[src/icu_defs.svh]
// Register offsets, field positions, reset values and limits of the image capture status block
`ifndef ICU_DEFS_SVH
`define ICU_DEFS_SVH
`define ICU_OFF_CTRL 8'h00
`define ICU_OFF_STATUS 8'h0C
`define ICU_OFF_IRQ_EN_SET 8'h10
`define ICU_OFF_IRQ_EN_CLR 8'h14
`define ICU_OFF_IRQ_MASK 8'h18
`define ICU_OFF_PSIZE 8'h20
`define ICU_OFF_PDECF 8'h24
`define ICU_OFF_PDESC 8'h28
`define ICU_B_SOF 0
`define ICU_B_DIS 1
`define ICU_B_SRST 2
`define ICU_B_PEND 3
`define ICU_B_SYNCERR 4
`define ICU_B_COVF 5
`define ICU_B_POVF 6
`define ICU_B_PEMP 7
`define ICU_B_CEMP 8
`define ICU_B_FOVR 9
`define ICU_IRQ_BITS 10'h3F7
`define ICU_C_SRST 0
`define ICU_C_DIS 1
`define ICU_C_SYNCCORR 7
`define ICU_C_CODEC 15
`define ICU_CTRL_BITS 32'h0000_0082
`define ICU_ROWS_LSB 0
`define ICU_COLS_LSB 16
`define ICU_SIZE_BITS 32'h03FF_03FF
`define ICU_PSIZE_RST 32'h0000_0000
`define ICU_PDECF_RST 8'h10
`define ICU_DEC_MIN 8'h10
`define ICU_DESC_ALIGN 32'hFFFF_FFFC
`define ICU_RESP_OKAY 2'h0
`define ICU_RESP_SLVERR 2'h2
`endif

[src/icu_pkg.sv]
// Types shared by the image capture status block
package icu_pkg;
    typedef struct packed {
        logic codec_wr;
        logic codec_full;
        logic codec_empty;
        logic codec_dma_idle;
        logic preview_wr;
        logic preview_full;
        logic preview_empty;
        logic preview_dma_idle;
        logic flushing;
    } icu_fifo_t;
    typedef struct packed {
        logic [9:0] rows;
        logic [9:0] cols;
        logic [7:0] decim;
        logic decim_on;
    } icu_prev_t;
    typedef enum logic [2:0] {
        FR_IDLE = 3'b001,
        FR_ACTIVE = 3'b010,
        FR_SKIP = 3'b100
    } icu_frame_t;
endpackage

[src/icu_top.sv]
// Status, interrupt mask and preview setup registers of the image capture unit
`timescale 1ns/10ps
`include "icu_defs.svh"
module icu_top (
    // Clock and reset
    input wire logic clock,
    input wire logic rstn,
    // AXI4-Lite write channels
    input wire logic [7:0] s_axi_awaddr,
    input wire logic s_axi_awvalid,
    output logic s_axi_awready,
    input wire logic [31:0] s_axi_wdata,
    input wire logic [3:0] s_axi_wstrb,
    input wire logic s_axi_wvalid,
    output logic s_axi_wready,
    output logic [1:0] s_axi_bresp,
    output logic s_axi_bvalid,
    input wire logic s_axi_bready,
    // AXI4-Lite read channels
    input wire logic [7:0] s_axi_araddr,
    input wire logic s_axi_arvalid,
    output logic s_axi_arready,
    output logic [31:0] s_axi_rdata,
    output logic [1:0] s_axi_rresp,
    output logic s_axi_rvalid,
    input wire logic s_axi_rready,
    // Sensor pins
    input wire logic sensor_pclk,
    input wire logic sensor_vsync,
    // Datapath and DMA status
    input wire icu_pkg::icu_fifo_t fifo,
    input wire logic sync_code_error,
    input wire logic [31:0] desc_current,
    input wire logic desc_current_valid,
    // Datapath control
    output icu_pkg::icu_prev_t preview,
    output logic [31:0] desc_base,
    output logic desc_load,
    output logic frame_discard,
    output logic codec_active,
    output logic codec_capture_done,
    output logic soft_reset,
    // Interrupt
    output logic irq
);
    import icu_pkg::*;

    // ************************************************************
    // Register bus
    // ************************************************************
    logic [7:0] aw_addr;
    logic aw_held;
    logic [31:0] w_data;
    logic [3:0] w_strb;
    logic w_held;
    logic [31:0] rd_word;
    logic rd_hit;
    logic wr_hit;
    wire wr_fire = aw_held && w_held && !s_axi_bvalid;
    wire rd_fire = s_axi_arvalid && s_axi_arready;
    assign s_axi_awready = !aw_held;
    assign s_axi_wready = !w_held;
    assign s_axi_arready = !s_axi_rvalid;

    function automatic logic [31:0] merge(input logic [31:0] old, input logic [31:0] nw, input logic [3:0] be);
        logic [31:0] r;
        r = old;
        for (int i = 0; i < 4; i++) begin
            if (be[i]) begin
                r[i*8 +: 8] = nw[i*8 +: 8];
            end
        end
        return r;
    endfunction

    function automatic logic mapped(input logic [7:0] a);
        return a == `ICU_OFF_CTRL || a == `ICU_OFF_STATUS || a == `ICU_OFF_IRQ_EN_SET ||
               a == `ICU_OFF_IRQ_EN_CLR || a == `ICU_OFF_IRQ_MASK || a == `ICU_OFF_PSIZE ||
               a == `ICU_OFF_PDECF || a == `ICU_OFF_PDESC;
    endfunction

    wire [31:0] wr_val = merge(32'h0, w_data, w_strb);
    wire wr_ctrl = wr_fire && aw_addr == `ICU_OFF_CTRL;
    wire wr_status = wr_fire && aw_addr == `ICU_OFF_STATUS;
    wire wr_en_set = wr_fire && aw_addr == `ICU_OFF_IRQ_EN_SET;
    wire wr_en_clr = wr_fire && aw_addr == `ICU_OFF_IRQ_EN_CLR;
    wire wr_psize = wr_fire && aw_addr == `ICU_OFF_PSIZE;
    wire wr_pdecf = wr_fire && aw_addr == `ICU_OFF_PDECF;
    wire wr_pdesc = wr_fire && aw_addr == `ICU_OFF_PDESC;
    assign wr_hit = mapped(aw_addr);
    assign rd_hit = mapped({s_axi_araddr[7:2], 2'b00});

    always_ff @(posedge clock) begin
        if (!rstn) begin
            aw_held <= 1'b0;
            aw_addr <= 8'h00;
        end else if (s_axi_awvalid && !aw_held) begin
            aw_held <= 1'b1;
            aw_addr <= {s_axi_awaddr[7:2], 2'b00};
        end else if (wr_fire) begin
            aw_held <= 1'b0;
        end
    end

    always_ff @(posedge clock) begin
        if (!rstn) begin
            w_held <= 1'b0;
            w_data <= 32'h0000_0000;
            w_strb <= 4'h0;
        end else if (s_axi_wvalid && !w_held) begin
            w_held <= 1'b1;
            w_data <= s_axi_wdata;
            w_strb <= s_axi_wstrb;
        end else if (wr_fire) begin
            w_held <= 1'b0;
        end
    end

    always_ff @(posedge clock) begin
        if (!rstn) begin
            s_axi_bvalid <= 1'b0;
            s_axi_bresp <= `ICU_RESP_OKAY;
        end else if (wr_fire) begin
            s_axi_bvalid <= 1'b1;
            s_axi_bresp <= wr_hit ? `ICU_RESP_OKAY : `ICU_RESP_SLVERR;
        end else if (s_axi_bready) begin
            s_axi_bvalid <= 1'b0;
        end
    end

    always_ff @(posedge clock) begin
        if (!rstn) begin
            s_axi_rvalid <= 1'b0;
            s_axi_rdata <= 32'h0000_0000;
            s_axi_rresp <= `ICU_RESP_OKAY;
        end else if (rd_fire) begin
            s_axi_rvalid <= 1'b1;
            s_axi_rdata <= rd_word;
            s_axi_rresp <= rd_hit ? `ICU_RESP_OKAY : `ICU_RESP_SLVERR;
        end else if (s_axi_rready) begin
            s_axi_rvalid <= 1'b0;
        end
    end

    // ************************************************************
    // Sensor frame tracking
    // ************************************************************
    logic [1:0] pins;
    logic pclk_d;
    logic vsync_q;
    icu_frame_t state;
    icu_frame_t next_state;
    icu_sync u_sync (
        .clock(clock),
        .rstn(rstn),
        .din({sensor_vsync, sensor_pclk}),
        .dout(pins)
    );
    wire pclk_rise = pins[0] && !pclk_d;
    wire vs_rise = pclk_rise && pins[1] && !vsync_q;
    wire vs_fall = pclk_rise && !pins[1] && vsync_q;

    logic [31:0] ctrl;
    logic pending;
    logic disabled;
    wire sync_err = sync_code_error && ctrl[`ICU_C_SYNCCORR];
    wire overrun = vs_rise && fifo.flushing;
    wire frame_go = vs_rise && !fifo.flushing && !ctrl[`ICU_C_DIS];

    // Frame state: skip on overrun or bad sync until next clean start
    always_comb begin
        next_state = state;
        case (state)
            FR_IDLE: begin
                if (overrun) begin
                    next_state = FR_SKIP;
                end else if (frame_go) begin
                    next_state = FR_ACTIVE;
                end
            end
            FR_ACTIVE: begin
                if (overrun || sync_err) begin
                    next_state = FR_SKIP;
                end else if (vs_fall) begin
                    next_state = FR_IDLE;
                end
            end
            FR_SKIP: begin
                if (frame_go) begin
                    next_state = FR_ACTIVE;
                end
            end
            default: next_state = FR_IDLE;
        endcase
    end

    always_ff @(posedge clock) begin
        if (!rstn || soft_reset) begin
            state <= FR_IDLE;
            pclk_d <= 1'b0;
            vsync_q <= 1'b0;
        end else begin
            state <= next_state;
            pclk_d <= pins[0];
            vsync_q <= pclk_rise ? pins[1] : vsync_q;
        end
    end
    assign frame_discard = state == FR_SKIP;

    // ************************************************************
    // Control, codec request and setup registers
    // ************************************************************
    wire frame_start = frame_go && state != FR_ACTIVE;
    wire codec_req = wr_ctrl && wr_val[`ICU_C_CODEC];
    logic cemp_d;
    logic pemp_d;
    wire cemp_lvl = fifo.codec_empty && fifo.codec_dma_idle;
    wire pemp_lvl = fifo.preview_empty && fifo.preview_dma_idle;
    wire cemp_rise = cemp_lvl && !cemp_d;
    wire pemp_rise = pemp_lvl && !pemp_d;
    wire dis_now = ctrl[`ICU_C_DIS] && state != FR_ACTIVE;
    logic [31:0] psize;
    logic [7:0] pdecf;

    always_ff @(posedge clock) begin
        if (!rstn) begin
            ctrl <= 32'h0000_0000;
            soft_reset <= 1'b0;
            psize <= `ICU_PSIZE_RST;
            pdecf <= `ICU_PDECF_RST;
            desc_base <= 32'h0000_0000;
            desc_load <= 1'b0;
            cemp_d <= 1'b1;
            pemp_d <= 1'b1;
            disabled <= 1'b0;
        end else begin
            ctrl <= wr_ctrl ? (wr_val & `ICU_CTRL_BITS) : ctrl;
            soft_reset <= wr_ctrl && wr_val[`ICU_C_SRST];
            psize <= wr_psize ? (merge(psize, w_data, w_strb) & `ICU_SIZE_BITS) : psize;
            pdecf <= wr_pdecf && w_strb[0] ? w_data[7:0] : pdecf;
            desc_base <= wr_pdesc ? (merge(desc_base, w_data, w_strb) & `ICU_DESC_ALIGN) : desc_base;
            desc_load <= wr_pdesc;
            cemp_d <= cemp_lvl;
            pemp_d <= pemp_lvl;
            disabled <= dis_now;
        end
    end

    // Pending until frame start, request wins
    always_ff @(posedge clock) begin
        if (!rstn || soft_reset) begin
            pending <= 1'b0;
            codec_active <= 1'b0;
            codec_capture_done <= 1'b0;
        end else begin
            pending <= codec_req || (pending && !frame_start);
            codec_active <= (frame_start && pending) || (codec_active && !cemp_rise);
            codec_capture_done <= codec_active && cemp_rise;
        end
    end

    assign preview.rows = psize[`ICU_ROWS_LSB +: 10];
    assign preview.cols = psize[`ICU_COLS_LSB +: 10];
    assign preview.decim = pdecf;
    assign preview.decim_on = pdecf > `ICU_DEC_MIN;

    // ************************************************************
    // Status flags, mask and interrupt
    // ************************************************************
    logic [9:0] status;
    logic [9:0] mask;
    logic [9:0] ev;
    always_comb begin
        ev = 10'h000;
        ev[`ICU_B_SOF] = vs_rise;
        ev[`ICU_B_DIS] = dis_now && !disabled;
        ev[`ICU_B_SRST] = soft_reset;
        ev[`ICU_B_SYNCERR] = sync_err;
        ev[`ICU_B_COVF] = fifo.codec_wr && fifo.codec_full;
        ev[`ICU_B_POVF] = fifo.preview_wr && fifo.preview_full;
        ev[`ICU_B_PEMP] = pemp_rise;
        ev[`ICU_B_CEMP] = cemp_rise;
        ev[`ICU_B_FOVR] = overrun;
    end
    wire [9:0] st_clr = wr_status ? wr_val[9:0] : 10'h000;
    wire [9:0] en_set = wr_en_set ? wr_val[9:0] : 10'h000;
    wire [9:0] en_clr = wr_en_clr ? wr_val[9:0] : 10'h000;

    always_ff @(posedge clock) begin
        if (!rstn) begin
            status <= 10'h000;
            mask <= 10'h000;
        end else begin
            status <= ((status & ~st_clr) | ev) & `ICU_IRQ_BITS;
            mask <= ((mask | en_set) & ~en_clr) & `ICU_IRQ_BITS;
        end
    end
    assign irq = |(status & mask);

    always_comb begin
        rd_word = 32'h0000_0000;
        case (s_axi_araddr & 8'hFC)
            `ICU_OFF_CTRL: rd_word = ctrl;
            `ICU_OFF_STATUS: rd_word = {22'h0, status | {6'h00, pending, 3'h0}};
            `ICU_OFF_IRQ_MASK: rd_word = {22'h0, mask};
            `ICU_OFF_PSIZE: rd_word = psize;
            `ICU_OFF_PDECF: rd_word = {24'h0, pdecf};
            `ICU_OFF_PDESC: rd_word = desc_current_valid ? (desc_current & `ICU_DESC_ALIGN) : desc_base;
            default: rd_word = 32'h0000_0000;
        endcase
    end
endmodule

[src/icu_sync.sv]
// Two-flop synchroniser for the sensor pins
`timescale 1ns/10ps
module icu_sync (
    // Clock and reset
    input wire logic clock,
    input wire logic rstn,
    // Pins in, synchronised out
    input wire logic [1:0] din,
    output logic [1:0] dout
);
    logic [1:0] meta;
    always_ff @(posedge clock) begin
        if (!rstn) begin
            meta <= 2'h0;
            dout <= 2'h0;
        end else begin
            meta <= din;
            dout <= meta;
        end
    end
endmodule

[config.mk]
export PLATFORM = sky130hd
export DESIGN_NAME = icu_top
export DESIGN_NICKNAME = d
export VERILOG_FILES = /design/src/icu_pkg.sv /design/src/icu_top.sv /design/src/icu_sync.sv
export VERILOG_INCLUDE_DIRS = /design/src
export SDC_FILE = /design/constraint.sdc
export NUM_CORES = 1
export LEC_CHECK = 0
export ABC_AREA = 1
export BUFFER_PORTS_ARGS = -buffer_cell sky130_fd_sc_hd__buf_2
export CAP_MARGIN = 20
export CORE_MARGIN = 4
export CORE_UTILIZATION = 45
export CTS_CLUSTER_DIAMETER = 30
export DETAILED_ROUTE_END_ITERATION = 10
export PLACE_DENSITY = 0.74
export SLEW_MARGIN = 10
export SYNTH_ARGS = -nofsm -noshare
export SYNTH_HDL_FRONTEND = slang
export SYNTH_HIERARCHICAL = 1
export SYNTH_SLANG_ARGS = --single-unit
[constraint.sdc]
create_clock -name clock -period 4.1 [get_ports clock]
set_input_delay 0.82 -clock clock [delete_from_list [all_inputs] [get_ports clock]]
set_output_delay 0.82 -clock clock [all_outputs]
set_load 0.005 [all_outputs]
==> results of run 1 <==
critical path: cells and delay by family (launching register included):
family          cells  cell delay [ns]
simple gates        3             0.31
flops               1             0.33
buf+inv             1             0.16
compound gates      1             0.35
state kept, by name, indices dropped and copies added (netlist names), 3 cells and up:
signal,cells
aw_addr,6
desc_base,30
mask,9
pdecf,8
psize,20
s_axi_rdata,32
state,3
status,9
w_data,32
w_strb,4
cell type report:
type,count,share of cell area (%)
well taps,216,2.99
clock buffers,25,5.47
multi-input cells,686,36.2
repair buffers,207,11.8
flip-flops and latches,175,38.7
clock inverters,5,1.15
inverters,88,3.65
power by group:
group / switching [mW] / internal (mW) / total [mW]
registers: 0.0417 / 1.75 / 1.80
logic: 0.188 / 0.103 / 0.291
clock network: 0.640 / 1.02 / 1.66
total: 0.870 / 2.87 / 3.74
cell usage after synthesis, types with 5 or more instances:
library cell,instances,area [µm²]
a211oi_1,7,52.6
a21oi_1,111,556
buf_2,7,35.0
buf_4,5,37.5
clkbuf_1,33,124
dfxtp_1,175,3500
inv_1,78,293
inv_2,6,22.5
nand2_1,181,679
nand3_1,29,145
nand4_1,6,37.5
nor2_1,139,522
nor2_2,5,31.3
nor2_4,9,101
nor3_1,17,85.1
o2111ai_1,12,105
o21ai_0,112,561
o21ai_1,6,30.0
o22ai_1,11,68.8
or2_2,14,87.6
per-layer routing:
| layer | vias to the layer above | global-route usage (%) |
|---|---|---|
| li1 | 3636 | - |
| met3 | 44 | 4.35 |
| met5 | - | 0 |
| met1 | 3306 | 33.9 |
| met4 | 0 | 9.18 |
| met2 | 297 | 35.1 |
logic make-up after synthesis:
| logic type | count (synthesis) | synth area share (%) |
|---|---|---|
| AO/OA/AOI/OAI | 272 | 20.1 |
| buffers and inverters | 138 | 7.74 |
| flip-flops | 175 | 47.7 |
| other | 1 | 0.0511 |
| AND/OR/NAND/NOR | 410 | 24.3 |
how the worst min path moves through the flow:
stage / startpoint / to / slack (ns)
2_1_floorplan: u_sync/meta[0] / u_sync/dout[0] / 0.39
3_3_place_gp: u_sync/meta[0] / u_sync/dout[0] / 0.39
3_5_place_dp: u_sync/meta[0] / u_sync/dout[0] / 0.40
4_1_cts: u_sync/meta[0] / u_sync/dout[0] / 0.42
5_1_grt: u_sync/meta[0] / u_sync/dout[0] / 0.43
6_report: u_sync/meta[0] / u_sync/dout[0] / 0.41
per-stage QoR:
| step | utilization, % | hold slack, ns | setup WS, ns | instances |
|---|---|---|---|---|
| detailed placement | 52.8 | 0.403 | 1.58 | 1371 |
| CTS | 56.6 | 0.416 | 1.68 | 1401 |
| global placement | 52.8 | 0.394 | 1.57 | 1371 |
| floorplan | - | 0.386 | 2.37 | 999 |
| finish | 56.8 | 0.414 | 1.70 | 1402 |
| global route | 56.8 | 0.427 | 1.61 | 1402 |
cells in the final DEF (no fill, tap or decap), drive strengths merged:
cell	Yosys	layout
nor4	1	1
o32ai	1	1
nand3b	1	1
o21ai	120	120
o211ai	1	1
clkbuf	33	25
a31oi	4	4
a221oi	2	2
clkinv	4	6
nor3	19	19
nand4	6	6
or2	14	14
inv	84	84
nand2	185	185
o21a	1	1
o2111ai	12	12
buf	17	207
nor2	153	153
dfxtp	175	175
o22ai	11	11
nand3	31	31
a21oi	112	112
conb	1	4
a211oi	8	8
bufinv	0	3
==> impl_metrics.tcl, run 1 <==
set metrics [dict create \
    status "complete, no violations" \
    rows 46 \
    overflow 0 \
    fin_area_um2 9050 \
    setup_viol 0 \
    syn_area_per_cell_um2 7.37 \
    multiInputGateArea_um2 3280 \
    cts.sinks 175 \
    timing.rr.end "pdecf[7]" \
    vias 7283 \
    finClkSkew_ns 0.00649 \
    hold_path_depth 2 \
    path_max_fanout 3 \
    avgViaCountPerCell 5.19 \
    tightest_slew_ns 1.11 \
    die_x_um 136 \
    critPathMaxStageDelay_ns 0.35 \
    drt-wirelength-per-cell_um 16.0 \
    diodes 0 \
    synth_seq_cells 175 \
    fin_nets 1279 \
    cts_buffers 17 \
    register_area_um2 3500 \
    cts_setup_buffers 0 \
    critical_path_arrival_ns 1.58 \
    die_y_um 136 \
    synthArstFlopShare_pct 0 \
    cts-resized-gates 0 \
    ys_warn_count 6 \
    synth-edff-count 0 \
    clockBufferDepth 2 \
    slew_viol_final 0 \
    drt_iter0_drc 705 \
    dr_wl_met2_um 9980 \
    worstReg2RegStart "w_strb[0]" \
    power.total_mw 3.74 \
    layout-drive-gt1-share_pct 23.6 \
    start_util_pct 46.0 \
    period_share_pct 58.6 \
    placed_area_um2 8420 \
    grt_antenna_before_repair 0 \
    path_cells "nand2_1 > nand2_1 > a221oi_1 > nand3_1 > buf_2" \
    grt_use_total_pct 23.6 \
    top_layer_used "met4" \
    reg2reg_slack_ns 2.31 \
    drc 0 \
    ant_nets 0 \
    reg2regPathDepth 6 \
    ir_worst_vdd_mv 0.303 \
    grt_pass1_wl_um 34000 \
    crit_type "register to output pin" \
    grt_pass1_vias 6447 \
    cp_slowest_cell "a221oi_1" \
    core-area_um2 15900 \
    fp.dieArea_um2 18400 \
    seq_area_frac_synth_pct 47.7 \
    grt_max_degree 85 \
    netlist_area_um2 7340 \
    crit_start "status[1]" \
    cp-start-kind "register" \
    num-fill-cells 1490 \
    place_congestion 0.913 \
    synthFlopType "dfxtp_1" \
    ios 212 \
    cap_violations 0 \
    tns_ns 0 \
    drt_wl_total_um 22400 \
    dr.pass1.iters 6 \
    p_per_area_nw_per_um2 414 \
    clock_latency_ns 0.43 \
    wl_met1_um 10200 \
    synthCells 996 \
    timing.final.crit_period_ns 2.40 \
    crit_required_ns 3.28 \
    timing.fmax_mhz 416 \
    port-buffer-count 201 \
    path_clk_slew_ns 0.06 \
    dp_hpwl_um 16000 \
    crit_top_cell "nand2_1" \
    leakagePower_nw 4.07 \
    synth_cell_types 39 \
    hold_viol 0 \
    wl_met3_um 1660 \
    worstHoldPathType "register to register" \
    crit_path_end "irq" \
    relSlewSlack_pct 25.7 \
    end_kind "output pin" \
    htreeDepth 4 \
    area_delta_synth_final_pct 23.4 \
    rsz0062_at_grt "false" \
    cts_tree "yes" \
    root_buffer "clkbuf_16" \
    hold_buffers 0 \
]
(Power assumes the default switching activity.)
==> inputs of run 2 (changes only) <==
Settings changed: ABC_AREA 1 to 0.
Clock period 4.1 ns to 2.41 ns, I/O delays scaled along.
==> impl_metrics.tcl, run 2 <==
set metrics [dict create \
    status "complete, no violations" \
    drt-wirelength-per-cell_um 17.2 \
    rows 46 \
    htreeDepth 4 \
    p_per_area_nw_per_um2 703 \
    end_kind "output pin" \
    register_area_um2 3500 \
    layout-drive-gt1-share_pct 27.7 \
    cp-start-kind "register" \
    muxShareOfSynthArea_pct 10.2 \
    dr.pass1.iters 6 \
    setup_viol 0 \
    worstHoldPathType "primary input to register" \
    ant_nets 0 \
    largestRegisters "s_axi_rdata (32), w_data (32), desc_base (30)" \
    synthCells 831 \
    place_ws_ns 0.190 \
    hold_viol 0 \
    place_congestion 0.907 \
    power.total_mw 6.45 \
    fin_area_um2 9170 \
    cts_buffers 17 \
    synthArstFlopShare_pct 0 \
    overflow 0 \
    die_x_um 135 \
    layout_common_cells "buf_2 (200), dfxtp_1 (175), nand2_1 (163)" \
    fin_nets 1131 \
    yosys.area_share.adder_pct 0 \
    netlist_area_um2 7270 \
    finalHoldWorstSlack_ns 0.267 \
    synth_seq_cells 175 \
    syn_area_per_cell_um2 8.74 \
    seq_area_frac_synth_pct 48.2 \
    multiInputGateArea_um2 3480 \
    path_max_fanout 3 \
    tns_ns 0 \
    clockBufferDepth 2 \
    place_inst 1224 \
    hold_buffers 0 \
    utilization_pct 57.9 \
    synthFlopType "dfxtp_1" \
    grt_pass1_wl_um 33500 \
    placed_area_um2 8530 \
    path_clk_slew_ns 0.07 \
    synth_cell_types 63 \
    avgViaCountPerCell 5.45 \
    ys_warn_count 6 \
    core-area_um2 15800 \
    grt_antenna_before_repair 2 \
    grt_max_degree 47 \
    ys_top_cells_by_count "dfxtp_1 (175), nand2_1 (163), a21oi_1 (69)" \
    root_buffer "clkbuf_16" \
    stdcell_count 1256 \
    relSlewSlack_pct 56.1 \
    layout_commonest_cell "buf_2" \
    timing.final.crit_period_ns 2.09 \
    num-fill-cells 1436 \
    leakagePower_nw 4.09 \
    timing.fmax_mhz 479 \
    diodes 0 \
    critical_path_arrival_ns 1.60 \
    cts_setup_buffers 0 \
    port-buffer-count 201 \
    drt_wl_total_um 21600 \
    cts-resized-gates 0 \
    crit_start "status[5]" \
    synth_top_family_by_area "simple AND/OR/NAND/NOR gates" \
    drt_iter0_drc 716 \
    tightest_slew_ns 0.657 \
    fp.dieArea_um2 18200 \
    yosysMostFrequentCell "dfxtp_1" \
    cts_tree "yes" \
    dp_hpwl_um 15900 \
    crit_required_ns 1.93 \
    slew_viol_final 0 \
    synth-edff-count 0 \
    die_y_um 135 \
    vias 6840 \
    worstReg2RegStart "aw_addr[3]" \
    area_delta_synth_final_pct 26.2 \
    cap_violations 0 \
    ir_worst_vdd_mv 0.500 \
    synth_top_cell_area_share_pct 48.2 \
    rsz0062_at_grt "false" \
    ios 212 \
    start_util_pct 45.9 \
    cts.sinks 175 \
    period_share_pct 86.6 \
    clock_latency_ns 0.42 \
    yosys.area_share.simple_pct 19.7 \
    ys_top_cells_by_area "dfxtp_1 (48%), mux2i_1 (8.7%), nand2_1 (8.4%), a21oi_1 (4.8%), o21ai_0 (4.6%)" \
    synth_xor_area_share_pct 0.121 \
    crit_type "register to output pin" \
    grt_pass1_vias 6256 \
    synth_compound_area_share_pct 17.6 \
    grt_use_total_pct 23.1 \
    hold_start "sensor_vsync" \
    worst_slack_ns 0.323 \
    drc 0 \
    finClkSkew_ns 0.00966 \
    yosysTopAreaCell "dfxtp_1" \
]
## run 2: cell type report
class	instances	share of cell area, %
multi-input combinational	592	38.0
timing repair buffer	233	13.6
inverter	8	0.327
clock buffer	19	4.94
sequential	175	38.2
clock inverter	13	1.99
tap	216	2.95
## run 2: worst max-delay path: stages, from the launching register on
cell	delay (ns)
dfxtp_1	0.34
a22o_1	0.24
a221oi_1	0.27
nand3_1	0.17
buf_2	0.16
## run 2: cell families (layout without fill, tap and decap cells)
family / Yosys count / count (layout)
multiplexers: 73 / 73
AO/OA/AOI/OAI: 207 / 207
buffers and inverters: 67 / 273
other: 1 / 4
XOR/XNOR: 1 / 1
AND/OR/NAND/NOR: 307 / 307
flip-flops: 175 / 175
## run 2: worst paths after layout
| check | end | slack, ns | cells after the start |
|---|---|---|---|
| max | irq | 0.32 | 4 |
| min | u_sync/meta[1] | 0.27 | 2 |
| max reg2reg | status[7] | 0.58 | 5 |
| min reg2reg | status[7] | 0.41 | 1 |
## run 2: power breakdown
| group | internal [mW] | switching, mW | total (mW) |
|---|---|---|---|
| clock | 1.80 | 1.14 | 2.94 |
| sequential | 2.96 | 0.0712 | 3.03 |
| combinational | 0.198 | 0.280 | 0.479 |
## run 2: metal layers
metal	GRT usage (%)	vias to the layer above	share of wire, %
li1	-	3340	-
met4	6.77	4	1.6
met3	5.96	33	8.1
met2	35.6	269	45
met5	0	-	0.069
met1	32.2	3194	45
==> inputs of run 3 (changes only) <==
Settings changed: RECOVER_POWER set to 25.
==> impl_metrics.tcl, run 3 (synthesized netlist as in run 2, its figures left out) <==
set metrics [dict create \
    status "complete, no violations" \
    crit_required_ns 1.93 \
    num-fill-cells 1445 \
    worst_slack_ns 0.331 \
    critical_path_arrival_ns 1.60 \
    path_cells "a22o_1 > a221oi_1 > nand3_1 > buf_2" \
    diodes 0 \
    drt_iter0_drc 707 \
    cts_buffers 17 \
    grt_pass1_wl_um 33500 \
    timing.fmax_mhz 481 \
    area_delta_synth_final_pct 25.8 \
    fin_nets 1131 \
    timing.final.crit_period_ns 2.08 \
    cts_tree "yes" \
    clock_latency_ns 0.42 \
    path_max_fanout 3 \
    dr.pass1.iters 5 \
    rsz0062_at_grt "false" \
    cap_violations 0 \
    end_kind "output pin" \
    p_per_area_nw_per_um2 706 \
    power_frac_seq_pct 47.1 \
    crit_type "register to output pin" \
    clockBufferDepth 2 \
    grt_use_total_pct 23.1 \
    p_sw_share_pct 23.2 \
    layout_commonest_cell "buf_2" \
    vias 6835 \
    cp_slowest_cell "dfxtp_1" \
    relSlewSlack_pct 32.1 \
    root_buffer "clkbuf_16" \
    die_y_um 135 \
    leakagePower_nw 4.03 \
    tightest_slew_ns 1.02 \
    port-buffer-count 201 \
    largestRegisters "s_axi_rdata (32), w_data (32), desc_base (30)" \
    placed_area_um2 8530 \
    grt_max_degree 47 \
    p_clk_share_pct 45.6 \
    cts_setup_buffers 0 \
    start_util_pct 45.9 \
    critPathBufInv 1 \
    grt_antenna_before_repair 2 \
    path_clk_slew_ns 0.06 \
    setup_viol 0 \
    dp_hpwl_um 15900 \
    drt_wl_total_um 21600 \
    cp-start-kind "register" \
    worstHoldPathType "primary input to register" \
    hold_buffers 0 \
    fp.dieArea_um2 18200 \
    hold_viol 0 \
    cts-resized-gates 0 \
    overflow 0 \
    ios 212 \
    critPathMaxStageDelay_ns 0.35 \
    drt-wirelength-per-cell_um 17.2 \
    place_congestion 0.907 \
    rows 46 \
    tns_ns 0 \
    avgViaCountPerCell 5.44 \
    register_area_um2 3500 \
    layout_common_cells "buf_2 (189), dfxtp_1 (175), nand2_1 (163)" \
    core-area_um2 15800 \
    htreeDepth 4 \
    ir_worst_vdd_mv 0.500 \
    path_delay_family "compound AO/OA/AOI/OAI gates" \
    fin_area_um2 9140 \
    place_ws_ns 0.190 \
    die_x_um 135 \
    p_switching_mw 1.50 \
    p_comb_share_pct 7.4 \
    ant_nets 0 \
    grt_pass1_vias 6256 \
    layout-drive-gt1-share_pct 26.2 \
    drc 0 \
    cts.sinks 175 \
    internal_power_mw 4.95 \
    period_share_pct 86.3 \
    finClkSkew_ns 0.00874 \
    multiInputGateArea_um2 3480 \
    slew_viol_final 0 \
]
==> run 3: changes by cell type in the layout (fill, tap and decap cells not counted), sizes merged <==
| cell | before | now |
|---|---|---|
| buf | 233 | 218 |
| clkbuf | 19 | 34 |
==> run 3: layout make-up <==
class                   count  share of cell area, %
clock inverters            13                   2.00
clock buffers              19                   4.96
well taps                 216                   2.96
flip-flops and latches    175                   38.3
repair buffers            233                   13.3
multi-input cells         592                   38.1
inverters                   8                  0.329
==> run 3: stage by stage <==
step / std cells / power (mW) / hold slack [ns] / util (%)
after floorplan: 834 / 3.36 / 0.395 / -
final: 1256 / 6.45 / 0.266 / 57.7
after global routing: 1256 / 6.67 / 0.254 / 57.7
after global placement: 1224 / 3.56 / 0.401 / 53.9
after detailed placement: 1224 / 3.57 / 0.404 / 53.9
after CTS: 1256 / 6.49 / 0.251 / 57.9
==> run 3: power groups by stage <==
| stage | Combinational [mW] | Sequential, mW | Clock (mW) |
|---|---|---|---|
| 2_1_floorplan | 0.288 | 3.07 | 0 |
| 3_3_place_gp | 0.470 | 3.09 | 0 |
| 3_5_place_dp | 0.475 | 3.10 | 0 |
| 4_1_cts | 0.479 | 3.03 | 2.98 |
| 5_1_grt | 0.526 | 3.04 | 3.10 |
| 6_report | 0.474 | 3.03 | 2.94 |
==> run 3: path summary, 6_finish.rpt <==
| check | cells past startpoint | to | slack (ns) | from |
|---|---|---|---|---|
| setup reg to reg | 5 | status[7] | 0.55 | aw_addr[3] |
| hold reg to reg | 1 | status[7] | 0.41 | pemp_d |
| setup / recovery | 4 | irq | 0.33 | status[5] |
| hold / removal | 2 | u_sync/meta[1] | 0.27 | sensor_vsync |
==> run 3: per-layer routing <==
layer / global-route usage [%] / share of wire [%] / up-vias / wire (µm)
met2: 35.6 / 45 / 267 / 9800
met4: 6.77 / 1.7 / 4 / 367
met3: 5.96 / 8.1 / 34 / 1760
li1: - / - / 3333 / -
met1: 32.2 / 45 / 3197 / 9660
met5: 0 / 0.069 / - / 15
